## src/rtl/dhp_pkg.sv

```systemverilog
// Purpose: shared constants for the demodulator host configuration port
// Assumes: 8-bit host bus, 3-bit address select, single device clock
// Notes:   command values are write address register codes
package dhp_pkg;
   // -------------------------------------------------------------------
   // host address select decode
   // -------------------------------------------------------------------
   localparam logic [2:0] HA_HOLD0  = 3'h0;
   localparam logic [2:0] HA_HOLD1  = 3'h1;
   localparam logic [2:0] HA_HOLD2  = 3'h2;
   localparam logic [2:0] HA_HOLD3  = 3'h3;
   localparam logic [2:0] HA_WADDR  = 3'h4;
   localparam logic [2:0] HA_RADDR  = 3'h5;
   localparam logic [2:0] HA_STATUS = 3'h4;
   // -------------------------------------------------------------------
   // write address register codes
   // -------------------------------------------------------------------
   localparam logic [7:0] NUM_CTRL_REGS  = 8'h20;
   localparam logic [7:0] CMD_LD_HALT    = 8'h18;
   localparam logic [7:0] CMD_LD_RESTART = 8'h19;
   localparam logic [7:0] CMD_SNAPSHOT   = 8'h1d;
   localparam logic [7:0] CMD_LD_INIT    = 8'h1e;
   // -------------------------------------------------------------------
   // read address register selections
   // -------------------------------------------------------------------
   localparam logic [7:0] RSEL_CARRIER = 8'h00;
   localparam logic [7:0] RSEL_SYMBOL  = 8'h01;
   localparam logic [7:0] RSEL_GAIN    = 8'h02;
   localparam logic [7:0] RSEL_LOCK1   = 8'h03;
   localparam logic [7:0] RSEL_LOCK2   = 8'h04;
   // -------------------------------------------------------------------
   // status bit positions, timing counts, reset values
   // -------------------------------------------------------------------
   localparam int         SR_FSM_STOP_BIT = 7;
   localparam int         SR_UP_STOP_BIT  = 6;
   localparam logic [2:0] LOAD_DELAY_CLKS = 3'h4;
   localparam int         HOLD_GUARD_CLKS = 4;
   localparam int         SNAP_WAIT_CLKS  = 6;
   localparam logic [7:0] ADDR_RESET      = 8'h00;
   localparam logic [31:0] HOLD_RESET     = 32'h0000_0000;
   localparam logic [7:0] BYTE_RESET      = 8'h00;
endpackage

```

## src/rtl/dhp_cfg_if.sv

```systemverilog
// Purpose: carries write address events and holding bytes to the loader
// Assumes: same clock on both ends
// Notes:   waddr_write is a one-cycle pulse
`timescale 1ns/1ps
interface dhp_cfg_if;
   logic        waddr_write;  // write address register just written
   logic [7:0]  waddr_value;  // value now held in it
   logic [31:0] hold_bytes;   // four holding registers, byte 0 low
   // -------------------------------------------------------------------
   // modports
   // -------------------------------------------------------------------
   modport port_side (output waddr_write, output waddr_value,
                      output hold_bytes);
   modport loader (input waddr_write, input waddr_value,
                   input hold_bytes);
endinterface

```

## src/rtl/dhp_host_port.sv

```systemverilog
// Purpose: eight-bit host port for configuration and readback
// Assumes: host strobes and buses asynchronous to clk; accumulator and
//          status inputs come from logic on clk
// Notes:   host data bus split into in, out and output enable
`timescale 1ns/1ps
module dhp_host_port (
   // clock and reset
   input  wire logic        clk,
   input  wire logic        rst_n,
   // host bus pins
   input  wire logic [2:0]  host_addr_select,
   input  wire logic [7:0]  host_data_bus_in,
   output      logic [7:0]  host_data_bus_out,
   output      logic        host_data_bus_oe,
   input  wire logic        host_wr_n,
   input  wire logic        host_rd_n,
   // accumulators from the demodulator core
   input  wire logic [31:0] carrier_lag_acc,
   input  wire logic [31:0] symbol_lag_acc,
   input  wire logic [7:0]  gain_acc,
   input  wire logic [15:0] phase_error_acc,
   input  wire logic [15:0] false_lock_acc,
   input  wire logic [15:0] gain_error_acc,
   // lock detector handshake
   input  wire logic        lock_mode_processor,
   input  wire logic        lock_integ_end,
   output      logic        lock_reload_enable,
   output      logic        lock_init,
   // remaining status bits from the core
   input  wire logic [5:0]  core_status_bits,
   // control register load port
   output      logic        ctrl_load_strobe,
   output      logic [4:0]  ctrl_load_addr,
   output      logic [31:0] ctrl_load_data
);
   // -------------------------------------------------------------------
   // types
   // -------------------------------------------------------------------
   typedef enum logic [1:0] {
      DHP_LD_RUN     = 2'b00,
      DHP_LD_PENDING = 2'b01,
      DHP_LD_STOPPED = 2'b10
   } dhp_ld_state_t;

   // -------------------------------------------------------------------
   // declarations
   // -------------------------------------------------------------------
   logic          rst_s1_reg;
   logic          rst_sync_n;
   logic          wr_s1_reg;
   logic          wr_s2_reg;
   logic          wr_prev_reg;
   logic          rd_s1_reg;
   logic          rd_s2_reg;
   logic [2:0]    addr_s1_reg;
   logic [2:0]    addr_s2_reg;
   logic [7:0]    data_s1_reg;
   logic [7:0]    data_s2_reg;
   logic          wr_event;
   logic [31:0]   hold_reg;
   logic [7:0]    waddr_reg;
   logic          waddr_write_reg;
   logic [7:0]    raddr_reg;
   logic          cmd_halt;
   logic          cmd_restart;
   logic          cmd_snapshot;
   logic          cmd_init;
   logic [31:0]   carrier_snap_reg;
   logic [31:0]   symbol_snap_reg;
   logic [7:0]    gain_snap_reg;
   dhp_ld_state_t ld_state_reg;
   dhp_ld_state_t ld_state_next;
   logic          fsm_stop_ready_flag;
   logic          up_stop_ready_flag;
   logic [7:0]    internal_status_bits;
   logic [31:0]   read_word;
   logic [7:0]    read_byte;
   dhp_cfg_if     cfg ();

   // -------------------------------------------------------------------
   // reset release through two flip-flops
   // -------------------------------------------------------------------
   always_ff @(posedge clk or negedge rst_n) begin
      if (!rst_n) begin
         rst_s1_reg <= 1'b0;
         rst_sync_n <= 1'b0;
      end else begin
         rst_s1_reg <= 1'b1;
         rst_sync_n <= rst_s1_reg;
      end
   end

   // -------------------------------------------------------------------
   // pin synchronisers; strobes idle high so they reset high
   // -------------------------------------------------------------------
   always_ff @(posedge clk or negedge rst_sync_n) begin
      if (!rst_sync_n) begin
         wr_s1_reg   <= 1'b1;
         wr_s2_reg   <= 1'b1;
         rd_s1_reg   <= 1'b1;
         rd_s2_reg   <= 1'b1;
         addr_s1_reg <= 3'h0;
         addr_s2_reg <= 3'h0;
         data_s1_reg <= dhp_pkg::BYTE_RESET;
         data_s2_reg <= dhp_pkg::BYTE_RESET;
      end else begin
         wr_s1_reg   <= host_wr_n;
         wr_s2_reg   <= wr_s1_reg;
         rd_s1_reg   <= host_rd_n;
         rd_s2_reg   <= rd_s1_reg;
         addr_s1_reg <= host_addr_select;
         addr_s2_reg <= addr_s1_reg;
         data_s1_reg <= host_data_bus_in;
         data_s2_reg <= data_s1_reg;
      end
   end

   // -------------------------------------------------------------------
   // write taken at the trailing edge, when bus copies have settled
   // -------------------------------------------------------------------
   always_ff @(posedge clk or negedge rst_sync_n) begin
      if (!rst_sync_n) begin
         wr_prev_reg <= 1'b1;
      end else begin
         wr_prev_reg <= wr_s2_reg;
      end
   end

   assign wr_event = wr_s2_reg && !wr_prev_reg;

   // -------------------------------------------------------------------
   // holding registers, one byte lane per address
   // -------------------------------------------------------------------
   always_ff @(posedge clk or negedge rst_sync_n) begin
      if (!rst_sync_n) begin
         hold_reg <= dhp_pkg::HOLD_RESET;
      end else if (wr_event) begin
         unique case (addr_s2_reg)
            dhp_pkg::HA_HOLD0: hold_reg[7:0]   <= data_s2_reg;
            dhp_pkg::HA_HOLD1: hold_reg[15:8]  <= data_s2_reg;
            dhp_pkg::HA_HOLD2: hold_reg[23:16] <= data_s2_reg;
            dhp_pkg::HA_HOLD3: hold_reg[31:24] <= data_s2_reg;
            default: hold_reg <= hold_reg;
         endcase
      end
   end

   // -------------------------------------------------------------------
   // write address register; pulse marks each write for the loader
   // -------------------------------------------------------------------
   always_ff @(posedge clk or negedge rst_sync_n) begin
      if (!rst_sync_n) begin
         waddr_reg       <= dhp_pkg::ADDR_RESET;
         waddr_write_reg <= 1'b0;
      end else begin
         waddr_write_reg <= wr_event && addr_s2_reg == dhp_pkg::HA_WADDR;
         if (wr_event && addr_s2_reg == dhp_pkg::HA_WADDR) begin
            waddr_reg <= data_s2_reg;
         end
      end
   end

   // -------------------------------------------------------------------
   // read address register
   // -------------------------------------------------------------------
   always_ff @(posedge clk or negedge rst_sync_n) begin
      if (!rst_sync_n) begin
         raddr_reg <= dhp_pkg::ADDR_RESET;
      end else if (wr_event && addr_s2_reg == dhp_pkg::HA_RADDR) begin
         raddr_reg <= data_s2_reg;
      end
   end

   // -------------------------------------------------------------------
   // command decode; codes 24 to 30 still load a control register too
   // -------------------------------------------------------------------
   assign cmd_halt     = waddr_write_reg &&
                         waddr_reg == dhp_pkg::CMD_LD_HALT;
   assign cmd_restart  = waddr_write_reg &&
                         waddr_reg == dhp_pkg::CMD_LD_RESTART;
   assign cmd_snapshot = waddr_write_reg &&
                         waddr_reg == dhp_pkg::CMD_SNAPSHOT;
   assign cmd_init     = waddr_write_reg &&
                         waddr_reg == dhp_pkg::CMD_LD_INIT;

   // -------------------------------------------------------------------
   // loop filter snapshot; all three taken on the same edge
   // -------------------------------------------------------------------
   always_ff @(posedge clk or negedge rst_sync_n) begin
      if (!rst_sync_n) begin
         carrier_snap_reg <= dhp_pkg::HOLD_RESET;
         symbol_snap_reg  <= dhp_pkg::HOLD_RESET;
         gain_snap_reg    <= dhp_pkg::BYTE_RESET;
      end else if (cmd_snapshot) begin
         carrier_snap_reg <= carrier_lag_acc;
         symbol_snap_reg  <= symbol_lag_acc;
         gain_snap_reg    <= gain_acc;
      end
   end

   // -------------------------------------------------------------------
   // lock detector stop control
   // -------------------------------------------------------------------
   always_comb begin
      ld_state_next = ld_state_reg;
      unique case (ld_state_reg)
         DHP_LD_RUN: begin
            if (lock_mode_processor && lock_integ_end) begin
               ld_state_next = DHP_LD_STOPPED;
            end else if (cmd_halt && !lock_mode_processor) begin
               ld_state_next = DHP_LD_PENDING;
            end
         end
         DHP_LD_PENDING: begin
            if (cmd_restart) begin
               ld_state_next = DHP_LD_RUN;
            end else if (lock_integ_end) begin
               ld_state_next = DHP_LD_STOPPED;
            end
         end
         DHP_LD_STOPPED: begin
            if (cmd_restart || (cmd_init && lock_mode_processor)) begin
               ld_state_next = DHP_LD_RUN;
            end
         end
         default: ld_state_next = DHP_LD_RUN;
      endcase
   end

   // state register
   always_ff @(posedge clk or negedge rst_sync_n) begin
      if (!rst_sync_n) begin
         ld_state_reg <= DHP_LD_RUN;
      end else begin
         ld_state_reg <= ld_state_next;
      end
   end

   // -------------------------------------------------------------------
   // lock detector outputs; verify counter lives in the core and is kept
   // -------------------------------------------------------------------
   always_ff @(posedge clk or negedge rst_sync_n) begin
      if (!rst_sync_n) begin
         lock_reload_enable <= 1'b1;
         lock_init          <= 1'b0;
      end else begin
         lock_reload_enable <= (ld_state_next == DHP_LD_RUN);
         lock_init          <= cmd_init;
      end
   end

   // stopped flags split by mode
   assign fsm_stop_ready_flag = ld_state_reg == DHP_LD_STOPPED &&
                                !lock_mode_processor;
   assign up_stop_ready_flag  = ld_state_reg == DHP_LD_STOPPED &&
                                lock_mode_processor;

   // -------------------------------------------------------------------
   // internal status register, refreshed every clock
   // -------------------------------------------------------------------
   always_ff @(posedge clk or negedge rst_sync_n) begin
      if (!rst_sync_n) begin
         internal_status_bits <= dhp_pkg::BYTE_RESET;
      end else begin
         internal_status_bits <= {fsm_stop_ready_flag,
                                  up_stop_ready_flag,
                                  core_status_bits};
      end
   end

   // -------------------------------------------------------------------
   // readback selection; lock values are live, so only valid once stopped
   // -------------------------------------------------------------------
   always_comb begin
      read_word = dhp_pkg::HOLD_RESET;
      unique case (raddr_reg)
         dhp_pkg::RSEL_CARRIER: read_word = carrier_snap_reg;
         dhp_pkg::RSEL_SYMBOL:  read_word = symbol_snap_reg;
         dhp_pkg::RSEL_GAIN:    read_word = {24'h000000,
                                             gain_snap_reg};
         dhp_pkg::RSEL_LOCK1:   read_word = {phase_error_acc,
                                             false_lock_acc};
         dhp_pkg::RSEL_LOCK2:   read_word = {16'h0000,
                                             gain_error_acc};
         default:               read_word = dhp_pkg::HOLD_RESET;
      endcase
   end

   // byte mux by host address
   always_comb begin
      read_byte = dhp_pkg::BYTE_RESET;
      unique case (addr_s2_reg)
         3'h0:               read_byte = read_word[7:0];
         3'h1:               read_byte = read_word[15:8];
         3'h2:               read_byte = read_word[23:16];
         3'h3:               read_byte = read_word[31:24];
         dhp_pkg::HA_STATUS: read_byte = internal_status_bits;
         default:            read_byte = dhp_pkg::BYTE_RESET;
      endcase
   end

   // -------------------------------------------------------------------
   // bus drive while the synchronised read strobe is low
   // -------------------------------------------------------------------
   always_ff @(posedge clk or negedge rst_sync_n) begin
      if (!rst_sync_n) begin
         host_data_bus_out <= dhp_pkg::BYTE_RESET;
         host_data_bus_oe  <= 1'b0;
      end else begin
         host_data_bus_oe  <= !rd_s2_reg;
         host_data_bus_out <= !rd_s2_reg ? read_byte
                                         : dhp_pkg::BYTE_RESET;
      end
   end

   // -------------------------------------------------------------------
   // carrier and loader
   // -------------------------------------------------------------------
   assign cfg.waddr_write = waddr_write_reg;
   assign cfg.waddr_value = waddr_reg;
   assign cfg.hold_bytes  = hold_reg;

   dhp_cfg_loader u_loader (
      .clk              (clk),
      .rst_n            (rst_sync_n),
      .cfg              (cfg.loader),
      .ctrl_load_strobe (ctrl_load_strobe),
      .ctrl_load_addr   (ctrl_load_addr),
      .ctrl_load_data   (ctrl_load_data)
   );
endmodule

```

## src/rtl/dhp_cfg_loader.sv

```systemverilog
// Purpose: copies holding bytes into a control register after a delay
// Assumes: host leaves holding registers alone during the delay
// Notes:   a new address write below NUM_CTRL_REGS restarts the delay
`timescale 1ns/1ps
module dhp_cfg_loader (
   // clock and reset
   input  wire logic        clk,
   input  wire logic        rst_n,
   // configuration carrier
   dhp_cfg_if.loader        cfg,
   // control register load port
   output      logic        ctrl_load_strobe,
   output      logic [4:0]  ctrl_load_addr,
   output      logic [31:0] ctrl_load_data
);
   logic [2:0] delay_reg;
   logic [4:0] addr_reg;

   // -------------------------------------------------------------------
   // delay counter: pulse seen one edge after the address write
   // -------------------------------------------------------------------
   always_ff @(posedge clk or negedge rst_n) begin
      if (!rst_n) begin
         delay_reg <= 3'h0;
         addr_reg  <= 5'h00;
      end else if (cfg.waddr_write &&
                   cfg.waddr_value < dhp_pkg::NUM_CTRL_REGS) begin
         delay_reg <= dhp_pkg::LOAD_DELAY_CLKS - 3'h1;
         addr_reg  <= cfg.waddr_value[4:0];
      end else if (delay_reg != 3'h0) begin
         delay_reg <= delay_reg - 3'h1;
      end
   end

   // -------------------------------------------------------------------
   // copy on the fourth edge; bytes never loaded simply carry old values
   // -------------------------------------------------------------------
   always_ff @(posedge clk or negedge rst_n) begin
      if (!rst_n) begin
         ctrl_load_strobe <= 1'b0;
         ctrl_load_addr   <= 5'h00;
         ctrl_load_data   <= dhp_pkg::HOLD_RESET;
      end else begin
         ctrl_load_strobe <= (delay_reg == 3'h1);
         if (delay_reg == 3'h1) begin
            ctrl_load_addr <= addr_reg;
            ctrl_load_data <= cfg.hold_bytes;
         end
      end
   end
endmodule

```

## config.mk

```make
export PLATFORM = sky130hd
export DESIGN_NAME = dhp_host_port
export DESIGN_NICKNAME = d
export VERILOG_FILES = /design/src/rtl/dhp_pkg.sv /design/src/rtl/dhp_cfg_if.sv /design/src/rtl/dhp_host_port.sv /design/src/rtl/dhp_cfg_loader.sv
export SDC_FILE = /design/constraint.sdc
export NUM_CORES = 1
export LEC_CHECK = 0
export ABC_AREA = 1
export BUFFER_PORTS_ARGS = -buffer_cell sky130_fd_sc_hd__buf_2
export CAP_MARGIN = 20
export CORE_ASPECT_RATIO = 0.6
export CORE_MARGIN = 4
export CORE_UTILIZATION = 50
export CTS_CLUSTER_DIAMETER = 120
export DETAILED_ROUTE_END_ITERATION = 16
export GPL_TIMING_DRIVEN = 0
export PLACE_DENSITY = 0.76
export SLEW_MARGIN = 40
export SYNTH_ARGS = -nofsm -noshare
export SYNTH_HDL_FRONTEND = slang
export SYNTH_SLANG_ARGS = --single-unit
```

## constraint.sdc

```tcl
create_clock -name clk -period 12 [get_ports clk]
set_input_delay 1.2 -clock clk [delete_from_list [all_inputs] [get_ports clk]]
set_output_delay 1.2 -clock clk [all_outputs]
set_load 0.01 [all_outputs]
```

==> results of run 1 <==
[cells in the mapped netlist]
master	n	area share, %
sky130_fd_sc_hd__xor2_1	1	0.094
sky130_fd_sc_hd__clkbuf_1	11	0.44
sky130_fd_sc_hd__a21boi_0	6	0.48
sky130_fd_sc_hd__buf_1	2	0.080
sky130_fd_sc_hd__dfrtp_1	211	57
sky130_fd_sc_hd__ha_1	3	0.40
sky130_fd_sc_hd__a21oi_1	1	0.054
sky130_fd_sc_hd__nor2_4	4	0.48
sky130_fd_sc_hd__nor3_1	1	0.054
sky130_fd_sc_hd__conb_1	1	0.040
sky130_fd_sc_hd__inv_1	51	2.1
sky130_fd_sc_hd__mux2_2	2	0.24
sky130_fd_sc_hd__o21ai_0	56	3.0
sky130_fd_sc_hd__nand4_4	1	0.23
sky130_fd_sc_hd__nand4_1	17	1.1
sky130_fd_sc_hd__nor2_1	23	0.92
sky130_fd_sc_hd__buf_6	7	0.84
sky130_fd_sc_hd__and3_1	1	0.067
sky130_fd_sc_hd__a31oi_1	1	0.067
sky130_fd_sc_hd__nand3b_1	1	0.080
sky130_fd_sc_hd__mux2_4	70	11
sky130_fd_sc_hd__nand2_1	300	12
sky130_fd_sc_hd__buf_2	21	1.1
sky130_fd_sc_hd__dfstp_2	6	1.7
sky130_fd_sc_hd__inv_2	1	0.040
sky130_fd_sc_hd__buf_4	2	0.16
sky130_fd_sc_hd__nor3_4	1	0.17
sky130_fd_sc_hd__nor2_2	6	0.40
sky130_fd_sc_hd__nand3_1	107	5.7
[worst paths after layout]
path	start	endpoint	depth (start not counted)
setup / recovery	lock_reload_enable$_DFF_PN1_	lock_reload_enable	1
hold / removal	rst_sync_n$_DFF_PN0_	u_loader.delay_reg[0]$_DFFE_PN0P_	0
setup reg to reg	u_loader.delay_reg[1]$_DFFE_PN0P_	u_loader.ctrl_load_data[20]$_DFFE_PN0P_	8
hold reg to reg	rst_sync_n$_DFF_PN0_	u_loader.delay_reg[0]$_DFFE_PN0P_	0
max in group asynchronous	rst_sync_n$_DFF_PN0_	symbol_snap_reg[14]$_DFFE_PN0P_	4
min in group clk	data_s1_reg[2]$_DFF_PN0_	data_s2_reg[2]$_DFF_PN0_	0
[final cells by class]
type                       count  area, um2
clock buffer                  25        561
timing repair buffer         196       1060
buffer                        43        248
clock inverter                10        156
fill                        1484       6800
inverter                      52        195
sequential                   217       5440
multi-input combinational    603       3450
tap                          240        300
antenna                        1       2.50
[report_power, final]
part | switching [W] | internal, W
registers | 0.0000655 | 0.000846
clock network | 0.000272 | 0.000419
logic | 0.000250 | 0.000152
[routing by layer]
metal | routed length [um] | GRT usage, % | share of wire (%) | up-vias
met3 | 2170 | 5.19 | 8.9 | 41
met4 | 427 | 4.53 | 1.8 | 2
met2 | 9450 | 30.4 | 39 | 292
met5 | 20 | 0 | 0.082 | -
li1 | - | - | - | 3417
met1 | 12200 | 38.5 | 50 | 3513
[through the flow]
stage | hold slack, ps | util [%]
2_1_floorplan | 331 | -
3_3_place_gp | 333 | 58.2
3_5_place_dp | 257 | 58.7
4_1_cts | 264 | 62.7
5_1_grt | 285 | 62.7
6_report | 250 | 62.7
[cell families (layout without fill, tap and decap cells)]
kind of cell / after synthesis / in the layout / synth area share, %
AO/OA/AOI/OAI: 64 / 64 / 3.61
XOR/XNOR: 1 / 1 / 0.0939
adder cells (fa/ha/maj): 3 / 3 / 0.402
buffers and inverters: 95 / 326 / 4.75
flip-flops: 217 / 217 / 58.3
multiplexers: 72 / 72 / 11.5
other: 1 / 2 / 0.0402
AND/OR/NAND/NOR: 462 / 462 / 21.4
==> tab_implementation.tex, run 1 <==
\begin{tabular}{lr}
\hline
Metric & Value \\
\hline
\multicolumn{2}{l}{\textbf{Floorplan}} \\
\quad Starting density of the core & 51.3\% \\
\quad Std-Cell Core Area & 18200 um2 \\
\quad Number of placement rows & 38 \\
\quad Overall die height & 114 um \\
\quad Die area & 21000 um2 \\
\quad Die X-Extent & 184 um \\
\quad Total I/O pin count & 192 \\
\multicolumn{2}{l}{\textbf{Place}} \\
\quad Placer congestion estimate & 0.989 \\
\quad Number of port buffers & 191 \\
\quad Worst slack after detailed placement & 9970 ps \\
\quad Half-perimeter wire length after detailed placement & 18100 um \\
\quad Total cell area at the placement stage & 10700 um2 \\
\quad Cell count after placement & 1351 \\
\multicolumn{2}{l}{\textbf{Flow run}} \\
\quad Max-capacitance violation count & 0 \\
\multicolumn{2}{l}{\textbf{Global routing}} \\
\quad GRT overflow & 0 \\
\quad Total track usage & 23.0\% \\
\quad Number of antenna violations at the first check in global routing & 1 \\
\quad Number of global-route vias before repair & 7055 \\
\quad Largest net degree at the start of global routing & 45 \\
\quad Global-route wire length before repair & 38200 um \\
\multicolumn{2}{l}{\textbf{Timing}} \\
\quad RSZ-0062 raised after global routing & no \\
\quad Post-route minimum period & 2310 ps \\
\quad Final hold violation count & 0 \\
\quad Worst-margin pin slew & 639 ps \\
\quad Max-slew headroom & 57.2\% \\
\quad Setup ws final & 9690 ps \\
\quad Number of failing setup endpoints in the final timing report & 0 \\
\quad Max Fclk & 432 MHz \\
\quad Skew final & 7.18 ps \\
\quad Aggregate negative setup slack & 0 ps \\
\quad Final slew viol count & 0 \\
\quad Final cycle utilization of the critical path & 19.3\% \\
\multicolumn{2}{l}{\textbf{Synthesis}} \\
\quad Netlist area before placement & 9330 um2 \\
\quad Count of warnings emitted by yosys & 0 \\
\quad Syn Inst Count & 915 \\
\quad Post-synthesis net count & 1061 \\
\quad Mean area per synthesized cell & 10.2 um2 \\
\quad Number of storage elements in the synthesis netlist & 217 \\
\quad Sequential fraction of the synthesis area & 58.3\% \\
\quad Count of different cell masters after synthesis & 29 \\
\multicolumn{2}{l}{\textbf{Setup path}} \\
\quad Worst-path cell chain & buf\_2 \\
\quad Data required time at the worst endpoint & 10800 ps \\
\quad Critical path peak fanout & 1 \\
\quad Setup crit start kind & flop \\
\quad R2r setup slk & 10140 ps \\
\quad Type of destination of the critical path & primary output \\
\quad Type of the setup path with the least slack & reg2out \\
\quad Top Family by Delay on Critical Path & flip-flops \\
\quad Master of the slowest instance on the critical path & sky130\_fd\_sc\_hd\_\_dfstp\_2 \\
\quad Critical path buffer and inverter count & 1 \\
\quad Maximum cell stage delay along the critical path & 510 ps \\
\quad Crit path DAT & 1110 ps \\
\multicolumn{2}{l}{\textbf{Finish}} \\
\quad Commonest non-fill, non-tap cell in the layout & sky130\_fd\_sc\_hd\_\_nand2\_1 \\
\quad Layout overhead on the synthesized area & 22.3\% \\
\quad Share of final-layout standard cells stronger than drive strength 1 & 30.6\% \\
\quad Most frequent cells in the layout & sky130\_fd\_sc\_hd\_\_nand2\_1 (300), sky130\_fd\_sc\_hd\_\_buf\_2 (212), sky130\_fd\_sc\_hd\_\_dfrtp\_1 (210) \\
\quad Summed area of non-filler cells in the final layout & 11400 um2 \\
\quad Non-filler cells in the finished layout & 1387 \\
\quad Number of nets in the layout & 1279 \\
\multicolumn{2}{l}{\textbf{Clocking}} \\
\quad CTS tree & built \\
\quad Clock tree sinks & 217 \\
\quad TritonCTS Buffers & 20 \\
\quad Bufs on Longest Clock Path & 3 \\
\quad Root Buffer Master & sky130\_fd\_sc\_hd\_\_clkbuf\_16 \\
\quad Post-CTS sizing & 0 \\
\quad Clk\_lat worst skew & 490 ps \\
\quad Setup Fix Bufs, Post-CTS & 0 \\
\quad Hold-fix buffer count after cts & 0 \\
\quad Clock-pin slew on the worst setup and hold paths & 60 ps \\
\quad H-tree lvl count & 1 \\
\multicolumn{2}{l}{\textbf{Detailed routing}} \\
\quad Vias post-DR & 7265 \\
\quad Post-DR vias/cell & 5.24 \\
\quad Post-detailed-route wirelength per cell & 17.5 um \\
\quad First-pass iteration count of the detailed router & 5 \\
\quad Total routed wirelength & 24300 um \\
\quad Remaining number of nets flagged by the antenna check after routing & 0 \\
\quad DR DRC count & 0 \\
\quad Violation count after the first detailed-route iteration & 749 \\
\multicolumn{2}{l}{\textbf{Power}} \\
\quad Power Dens Cells & 176 nW/um2 \\
\quad Overall power after layout & 0.00201 W \\
\quad Leak Pwr & 6.18 nW \\
\quad Max IR drop VDD & 91.7 uV \\
\multicolumn{2}{l}{\textbf{Worst hold path}} \\
\quad Hold Crit Class & reg2async \\
\multicolumn{2}{l}{\textbf{Run status}} \\
\quad Result of the run & finished clean \\
\hline
\end{tabular}
No activity file was read; power rests on OpenSTA's default activity.
==> inputs of run 2 (changes only) <==
- clock period: 12 -> 2.2 ns (I/O delays scaled with it)
==> tab_implementation.tex, run 2 (synthesis gave the netlist of run 1 again) <==
\begin{tabular}{lr}
\hline
Metric & Value \\
\hline
\multicolumn{2}{l}{\textbf{Detailed routing}} \\
\quad Vias post-DR & 7720 (was 7265) \\
\quad Post-detailed-route wirelength per cell & 18.1 um (was 17.5 um) \\
\quad First-pass iteration count of the detailed router & 5 (unchanged) \\
\quad Violation count after the first detailed-route iteration & 784 (was 749) \\
\quad Total routed wirelength & 26900 um (was 24300 um) \\
\quad Remaining number of nets flagged by the antenna check after routing & 0 (unchanged) \\
\quad Post-DR vias/cell & 5.21 (was 5.24) \\
\quad DR DRC count & 0 (unchanged) \\
\multicolumn{2}{l}{\textbf{Timing}} \\
\quad Skew final & 19.5 ps (was 7.18 ps) \\
\quad RSZ-0062 raised after global routing & no (unchanged) \\
\quad Final cycle utilization of the critical path & 86.7\% \\
\quad Aggregate negative setup slack & 0 ps (unchanged) \\
\quad Final slew viol count & 0 (unchanged) \\
\quad Fin Hold WS & 40.5 ps (was 250 ps) \\
\quad Worst-margin pin slew & 729 ps (was 639 ps) \\
\quad Final hold violation count & 0 (unchanged) \\
\quad Post-route minimum period & 1910 ps \\
\quad Setup ws final & 293 ps (was 9690 ps) \\
\quad Number of failing setup endpoints in the final timing report & 0 (unchanged) \\
\quad Max-slew headroom & 51.2\% (was 57.2\%) \\
\quad Max Fclk & 524 MHz \\
\multicolumn{2}{l}{\textbf{Finish}} \\
\quad Register cell area after layout & 5440 um2 (unchanged) \\
\quad Number of nets in the layout & 1374 (was 1279) \\
\quad Layout overhead on the synthesized area & 32.4\% (was 22.3\%) \\
\quad Commonest non-fill, non-tap cell in the layout & sky130\_fd\_sc\_hd\_\_nand2\_1 (unchanged) \\
\quad Summed area of non-filler cells in the final layout & 12400 um2 (was 11400 um2) \\
\quad Fill cell instance count of the final layout & 1370 (was 1484) \\
\quad Share of final-layout standard cells stronger than drive strength 1 & 28.4\% (was 30.6\%) \\
\quad Multi-input combinational cell area & 3450 um2 (unchanged) \\
\quad Number of antenna diodes & 0 (was 1) \\
\quad Non-filler cells in the finished layout & 1482 (was 1387) \\
\quad Most frequent cells in the layout & sky130\_fd\_sc\_hd\_\_nand2\_1 (300), sky130\_fd\_sc\_hd\_\_buf\_2 (212), sky130\_fd\_sc\_hd\_\_dfrtp\_1 (210) (unchanged) \\
\multicolumn{2}{l}{\textbf{Global routing}} \\
\quad GRT overflow & 0 (unchanged) \\
\quad Number of antenna violations at the first check in global routing & 0 (was 1) \\
\quad Total track usage & 25.6\% (was 23.0\%) \\
\quad Largest net degree at the start of global routing & 44 (was 45) \\
\quad Number of global-route vias before repair & 7661 (was 7055) \\
\quad Global-route wire length before repair & 42100 um (was 38200 um) \\
\multicolumn{2}{l}{\textbf{Place}} \\
\quad Number of port buffers & 191 (unchanged) \\
\quad Worst slack after detailed placement & 338 ps (was 9970 ps) \\
\quad Total cell area at the placement stage & 10700 um2 (unchanged) \\
\quad Placer congestion estimate & 0.957 (was 0.989) \\
\quad Half-perimeter wire length after detailed placement & 18400 um (was 18100 um) \\
\quad Cell count after placement & 1351 (unchanged) \\
\multicolumn{2}{l}{\textbf{Floorplan}} \\
\quad Total I/O pin count & 192 (unchanged) \\
\quad Std-Cell Core Area & 18200 um2 (unchanged) \\
\quad Die X-Extent & 184 um (unchanged) \\
\quad Overall die height & 114 um (unchanged) \\
\quad Number of placement rows & 38 (unchanged) \\
\quad Starting density of the core & 51.3\% (unchanged) \\
\quad Die area & 21000 um2 (unchanged) \\
\multicolumn{2}{l}{\textbf{Power}} \\
\quad Max IR drop VDD & 483 uV (was 91.7 uV) \\
\quad Power Dens Cells & 895 nW/um2 (was 176 nW/um2) \\
\quad Leak Pwr & 6.56 nW (was 6.18 nW) \\
\multicolumn{2}{l}{\textbf{Setup path}} \\
\quad Worst setup path start & u\_loader.delay\_reg[1]\$\_DFFE\_PN0P\_ (was lock\_reload\_enable\$\_DFF\_PN1\_) \\
\quad Type of destination of the critical path & flop (was primary output) \\
\quad Data required time at the worst endpoint & 2620 ps (was 10800 ps) \\
\quad Crit path DAT & 2330 ps (was 1110 ps) \\
\quad Worst reg-to-reg path cell count & 8 (unchanged) \\
\quad R2r setup slk & 290 ps (was 10140 ps) \\
\quad Capturing point of the worst reg2reg path & u\_loader.ctrl\_load\_data[17]\$\_DFFE\_PN0P\_ (was u\_loader.ctrl\_load\_data[20]\$\_DFFE\_PN0P\_) \\
\quad Startpoint of the lowest-slack register-to-register path & u\_loader.delay\_reg[1]\$\_DFFE\_PN0P\_ (unchanged) \\
\quad Crit path capture & u\_loader.ctrl\_load\_data[17]\$\_DFFE\_PN0P\_ (was lock\_reload\_enable) \\
\quad Type of the setup path with the least slack & reg2reg (was reg2out) \\
\quad Setup crit start kind & flop (unchanged) \\
\quad Critical path peak fanout & 10 (was 1) \\
\multicolumn{2}{l}{\textbf{Clocking}} \\
\quad CTS tree & built (unchanged) \\
\quad Bufs on Longest Clock Path & 3 (unchanged) \\
\quad Clock-pin slew on the worst setup and hold paths & 70 ps (was 60 ps) \\
\quad TritonCTS Buffers & 21 (was 20) \\
\quad Post-CTS sizing & 0 (unchanged) \\
\quad Clock tree sinks & 217 (unchanged) \\
\quad Root Buffer Master & sky130\_fd\_sc\_hd\_\_clkbuf\_16 (unchanged) \\
\quad H-tree lvl count & 1 (unchanged) \\
\quad Clk\_lat worst skew & 500 ps (was 490 ps) \\
\multicolumn{2}{l}{\textbf{Flow run}} \\
\quad Max-capacitance violation count & 0 (unchanged) \\
\multicolumn{2}{l}{\textbf{Worst hold path}} \\
\quad Hold Crit Class & in2async (was reg2async) \\
\multicolumn{2}{l}{\textbf{Run status}} \\
\quad Result of the run & finished clean (unchanged) \\
\hline
\end{tabular}
-- run 2: per-stage QoR --
step	total power, W	utilization, %
floorplan	0.00631	-
global placement	0.00713	58.2
detailed placement	0.00722	58.7
CTS	0.0111	67.8
global route	0.0117	67.8
finish	0.0111	67.8
-- run 2: where the power goes --
group / total (W) / switching [W] / internal, W
clock network: 0.00373 / 0.00153 / 0.00220
logic: 0.00234 / 0.00141 / 0.000935
registers: 0.00498 / 0.000367 / 0.00462
total: 0.0111 / 0.00330 / 0.00775
-- run 2: worst min path at each step --
stage / slack [ps] / cells past startpoint / endpoint / startpoint
after floorplan: -80 / 0 / rst_s1_reg$_DFF_PN0_ / rst_n
after global placement: 5 / 1 / rst_s1_reg$_DFF_PN0_ / rst_n
after detailed placement: 7 / 1 / rst_s1_reg$_DFF_PN0_ / rst_n
after CTS: 20 / 2 / rst_sync_n$_DFF_PN0_ / rst_n
after global routing: 50 / 2 / rst_s1_reg$_DFF_PN0_ / rst_n
final: 40 / 2 / rst_sync_n$_DFF_PN0_ / rst_n
-- run 2: cell type report --
| class | instances | share of cell area (%) |
|---|---|---|
| flip-flops and latches | 217 | 44.0 |
| well taps | 240 | 2.43 |
| clock inverters | 8 | 0.841 |
| repair buffers | 290 | 16.2 |
| plain buffers | 43 | 2.01 |
| clock buffers | 29 | 4.98 |
| multi-input cells | 603 | 28.0 |
| inverters | 52 | 1.58 |
-- run 2: layer usage --
metal | GRT usage (%) | routed length [um]
met5 | 0 | 0
met4 | 4.43 | 461
met3 | 4.97 | 2460
met2 | 37.6 | 11300
met1 | 40.2 | 12600
-- run 2: what timing repair did --
| action | CTS | global route |
|---|---|---|
| hold buffers | 94 | 0 |
| setup buffers | 0 | 0 |
| endpoints found under the hold margin | 97 | 0 |
-- run 2: worst max-delay path, stage by stage (launching register included) --
cell                       delay, ps
sky130_fd_sc_hd__dfrtp_1         380
sky130_fd_sc_hd__inv_1           100
sky130_fd_sc_hd__ha_1            150
sky130_fd_sc_hd__nand2_1          60
sky130_fd_sc_hd__inv_1            60
sky130_fd_sc_hd__clkbuf_1        430
sky130_fd_sc_hd__clkbuf_1        400
sky130_fd_sc_hd__nand2_1         170
sky130_fd_sc_hd__nand2_1          80
==> inputs of run 3 (changes only) <==
- CORE_UTILIZATION: 50 -> 33
- PLACE_DENSITY: 0.76 -> 0.55
==> tab_implementation.tex, run 3 (synthesis gave the netlist of run 1 again) <==
\begin{tabular}{lr}
\hline
Metric & Value \\
\hline
\multicolumn{2}{l}{\textbf{Clocking}} \\
\quad TritonCTS Buffers & 23 (was 21) \\
\quad CTS tree & built (unchanged) \\
\quad Post-CTS sizing & 0 (unchanged) \\
\quad Root Buffer Master & sky130\_fd\_sc\_hd\_\_clkbuf\_16 (unchanged) \\
\quad Clock-pin slew on the worst setup and hold paths & 60 ps (was 70 ps) \\
\quad Clock tree sinks & 217 (unchanged) \\
\quad Clk\_lat worst skew & 510 ps (was 500 ps) \\
\quad H-tree lvl count & 1 (unchanged) \\
\quad Bufs on Longest Clock Path & 3 (unchanged) \\
\multicolumn{2}{l}{\textbf{Place}} \\
\quad Number of port buffers & 191 (unchanged) \\
\quad Half-perimeter wire length after detailed placement & 20300 um (was 18400 um) \\
\quad Total cell area at the placement stage & 10900 um2 (was 10700 um2) \\
\quad Placer congestion estimate & 0.877 (was 0.957) \\
\multicolumn{2}{l}{\textbf{Global routing}} \\
\quad Global-route wire length before repair & 42700 um (was 42100 um) \\
\quad Largest net degree at the start of global routing & 39 (was 44) \\
\quad Number of global-route vias before repair & 7538 (was 7661) \\
\quad Total track usage & 17.3\% (was 25.6\%) \\
\quad GRT overflow & 0 (unchanged) \\
\quad Number of antenna violations at the first check in global routing & 1 (was 0) \\
\multicolumn{2}{l}{\textbf{Finish}} \\
\quad Register cell area after layout & 5440 um2 (unchanged) \\
\quad Share of final-layout standard cells stronger than drive strength 1 & 28.8\% (was 28.4\%) \\
\quad Multi-input combinational cell area & 3450 um2 (unchanged) \\
\quad Summed area of non-filler cells in the final layout & 12700 um2 (was 12400 um2) \\
\quad Fill cell instance count of the final layout & 2636 (was 1370) \\
\quad Most frequent cells in the layout & sky130\_fd\_sc\_hd\_\_nand2\_1 (300), sky130\_fd\_sc\_hd\_\_buf\_2 (212), sky130\_fd\_sc\_hd\_\_dfrtp\_1 (210) (unchanged) \\
\quad Layout overhead on the synthesized area & 35.8\% (was 32.4\%) \\
\quad Number of nets in the layout & 1377 (was 1374) \\
\quad Number of antenna diodes & 0 (unchanged) \\
\quad Commonest non-fill, non-tap cell in the layout & sky130\_fd\_sc\_hd\_\_nand2\_1 (unchanged) \\
\multicolumn{2}{l}{\textbf{Run status}} \\
\quad Result of the run & finished clean (unchanged) \\
\multicolumn{2}{l}{\textbf{Timing}} \\
\quad Post-route minimum period & 1970 ps (was 1910 ps) \\
\quad RSZ-0062 raised after global routing & no (unchanged) \\
\quad Fin Hold WS & 29.9 ps (was 40.5 ps) \\
\quad Final hold violation count & 0 (unchanged) \\
\quad Skew final & 11.3 ps (was 19.5 ps) \\
\quad Max Fclk & 506 MHz (was 524 MHz) \\
\quad Aggregate negative setup slack & 0 ps (unchanged) \\
\quad Max-slew headroom & 47.4\% (was 51.2\%) \\
\quad Number of failing setup endpoints in the final timing report & 0 (unchanged) \\
\quad Final cycle utilization of the critical path & 89.7\% (was 86.7\%) \\
\quad Final slew viol count & 0 (unchanged) \\
\quad Worst-margin pin slew & 787 ps (was 729 ps) \\
\multicolumn{2}{l}{\textbf{Detailed routing}} \\
\quad Post-detailed-route wirelength per cell & 17.0 um (was 18.1 um) \\
\quad Violation count after the first detailed-route iteration & 473 (was 784) \\
\quad Vias post-DR & 7454 (was 7720) \\
\quad Remaining number of nets flagged by the antenna check after routing & 0 (unchanged) \\
\quad DR DRC count & 0 (unchanged) \\
\quad Total routed wirelength & 27400 um (was 26900 um) \\
\quad First-pass iteration count of the detailed router & 6 (was 5) \\
\quad Post-DR vias/cell & 4.62 (was 5.21) \\
\multicolumn{2}{l}{\textbf{Setup path}} \\
\quad Crit path DAT & 2410 ps (was 2330 ps) \\
\quad Worst-path cell chain & inv\_1 -> nand2\_1 -> nor2\_1 -> nand3\_1 -> nand2\_1 -> o21ai\_0 -> nand3\_1 -> nor2\_1 -> nor2\_1 (was inv\_1 -> ha\_1 -> nand2\_1 -> inv\_1 -> clkbuf\_1 -> clkbuf\_1 -> nand2\_1 -> nand2\_1) \\
\quad Type of the setup path with the least slack & reg2reg (unchanged) \\
\quad Data required time at the worst endpoint & 2640 ps (was 2620 ps) \\
\quad Critical path peak fanout & 8 (was 10) \\
\quad Library cell appearing most often on the critical path & sky130\_fd\_sc\_hd\_\_nor2\_1 (was sky130\_fd\_sc\_hd\_\_nand2\_1) \\
\quad Startpoint of the lowest-slack register-to-register path & raddr\_reg[3]\$\_DFFE\_PN0P\_ (was u\_loader.delay\_reg[1]\$\_DFFE\_PN0P\_) \\
\quad Worst setup path start & raddr\_reg[3]\$\_DFFE\_PN0P\_ (was u\_loader.delay\_reg[1]\$\_DFFE\_PN0P\_) \\
\quad Type of destination of the critical path & flop (unchanged) \\
\quad Setup crit start kind & flop (unchanged) \\
\quad Worst reg-to-reg path cell count & 9 (was 8) \\
\quad Master of the slowest instance on the critical path & sky130\_fd\_sc\_hd\_\_nor2\_1 (was sky130\_fd\_sc\_hd\_\_clkbuf\_1) \\
\quad Maximum cell stage delay along the critical path & 630 ps (was 430 ps) \\
\multicolumn{2}{l}{\textbf{Power}} \\
\quad Power Dens Cells & 923 nW/um2 (was 895 nW/um2) \\
\quad Leak Pwr & 6.64 nW (was 6.56 nW) \\
\quad Overall power after layout & 0.0117 W (was 0.0111 W) \\
\quad Max IR drop VDD & 533 uV (was 483 uV) \\
\multicolumn{2}{l}{\textbf{Floorplan}} \\
\quad Starting density of the core & 33.7\% (was 51.3\%) \\
\quad Std-Cell Core Area & 27700 um2 (was 18200 um2) \\
\quad Total I/O pin count & 192 (unchanged) \\
\quad Die X-Extent & 225 um (was 184 um) \\
\quad Die area & 31100 um2 (was 21000 um2) \\
\quad Number of placement rows & 47 (was 38) \\
\quad Overall die height & 138 um (was 114 um) \\
\multicolumn{2}{l}{\textbf{Flow run}} \\
\quad Max-capacitance violation count & 0 (unchanged) \\
\multicolumn{2}{l}{\textbf{Worst hold path}} \\
\quad Hold Crit Class & in2async (unchanged) \\
\hline
\end{tabular}
run 3: what timing repair did:
item	CTS	global route
buffers inserted	0	0
hold buffers	94	0
hold endpoints to repair	98	0
run 3: path summary, 6_finish.rpt:
path | to | slack, ps
worst max-delay path | host_data_bus_out[5]$_DFF_PN0_ | 230
worst min-delay path | rst_sync_n$_DFF_PN0_ | 30
worst max register to register | host_data_bus_out[5]$_DFF_PN0_ | 230
worst min register to register | cfg.waddr_value[0]$_DFFE_PN0P_ | 230
max in group asynchronous | u_loader.ctrl_load_data[22]$_DFFE_PN0P_ | 980
min in group clk | host_data_bus_out[0]$_DFF_PN0_ | 210
run 3: stage by stage:
step | cells | util, % | setup slack, ps
2_1_floorplan | 915 | - | 1.66
3_3_place_gp | 1473 | 38.8 | -889
3_5_place_dp | 1479 | 39.3 | 252
4_1_cts | 1614 | 45.8 | 230
5_1_grt | 1614 | 45.8 | 66.2
6_report | 1614 | 45.8 | 226
run 3: routing by layer:
layer / up-vias / routed length [um] / part of all wire [%] / track usage, %
met4: 0 / 447 / 1.6 / 3.07
met2: 233 / 10700 / 39 / 22.9
li1: 3629 / - / - / -
met5: - / 0 / 0 / 0
met3: 35 / 1920 / 7.0 / 3.69
met1: 3557 / 14400 / 52 / 29.0
run 3: cell type report:
class / instances / area share (%)
timing repair buffer: 291 / 15.9
inverter: 52 / 1.54
multi-input combinational: 603 / 27.2
buffer: 43 / 1.95
sequential: 217 / 42.9
clock inverter: 14 / 1.89
clock buffer: 27 / 4.90
tap: 367 / 3.62
run 3: where the power goes:
group | switching (W) | internal, W | leakage (nW)
registers | 0.000346 | 0.00462 | 2.66
logic | 0.00140 | 0.000937 | 3.56
clock network | 0.00166 | 0.00274 | 0.425
run 3: critical path, delay by kind of cell, from the launching register on:
kind | cells | cell delay, ps
flops | 1 | 360
simple gates | 7 | 1380
compound gates | 1 | 70
buf+inv | 1 | 80
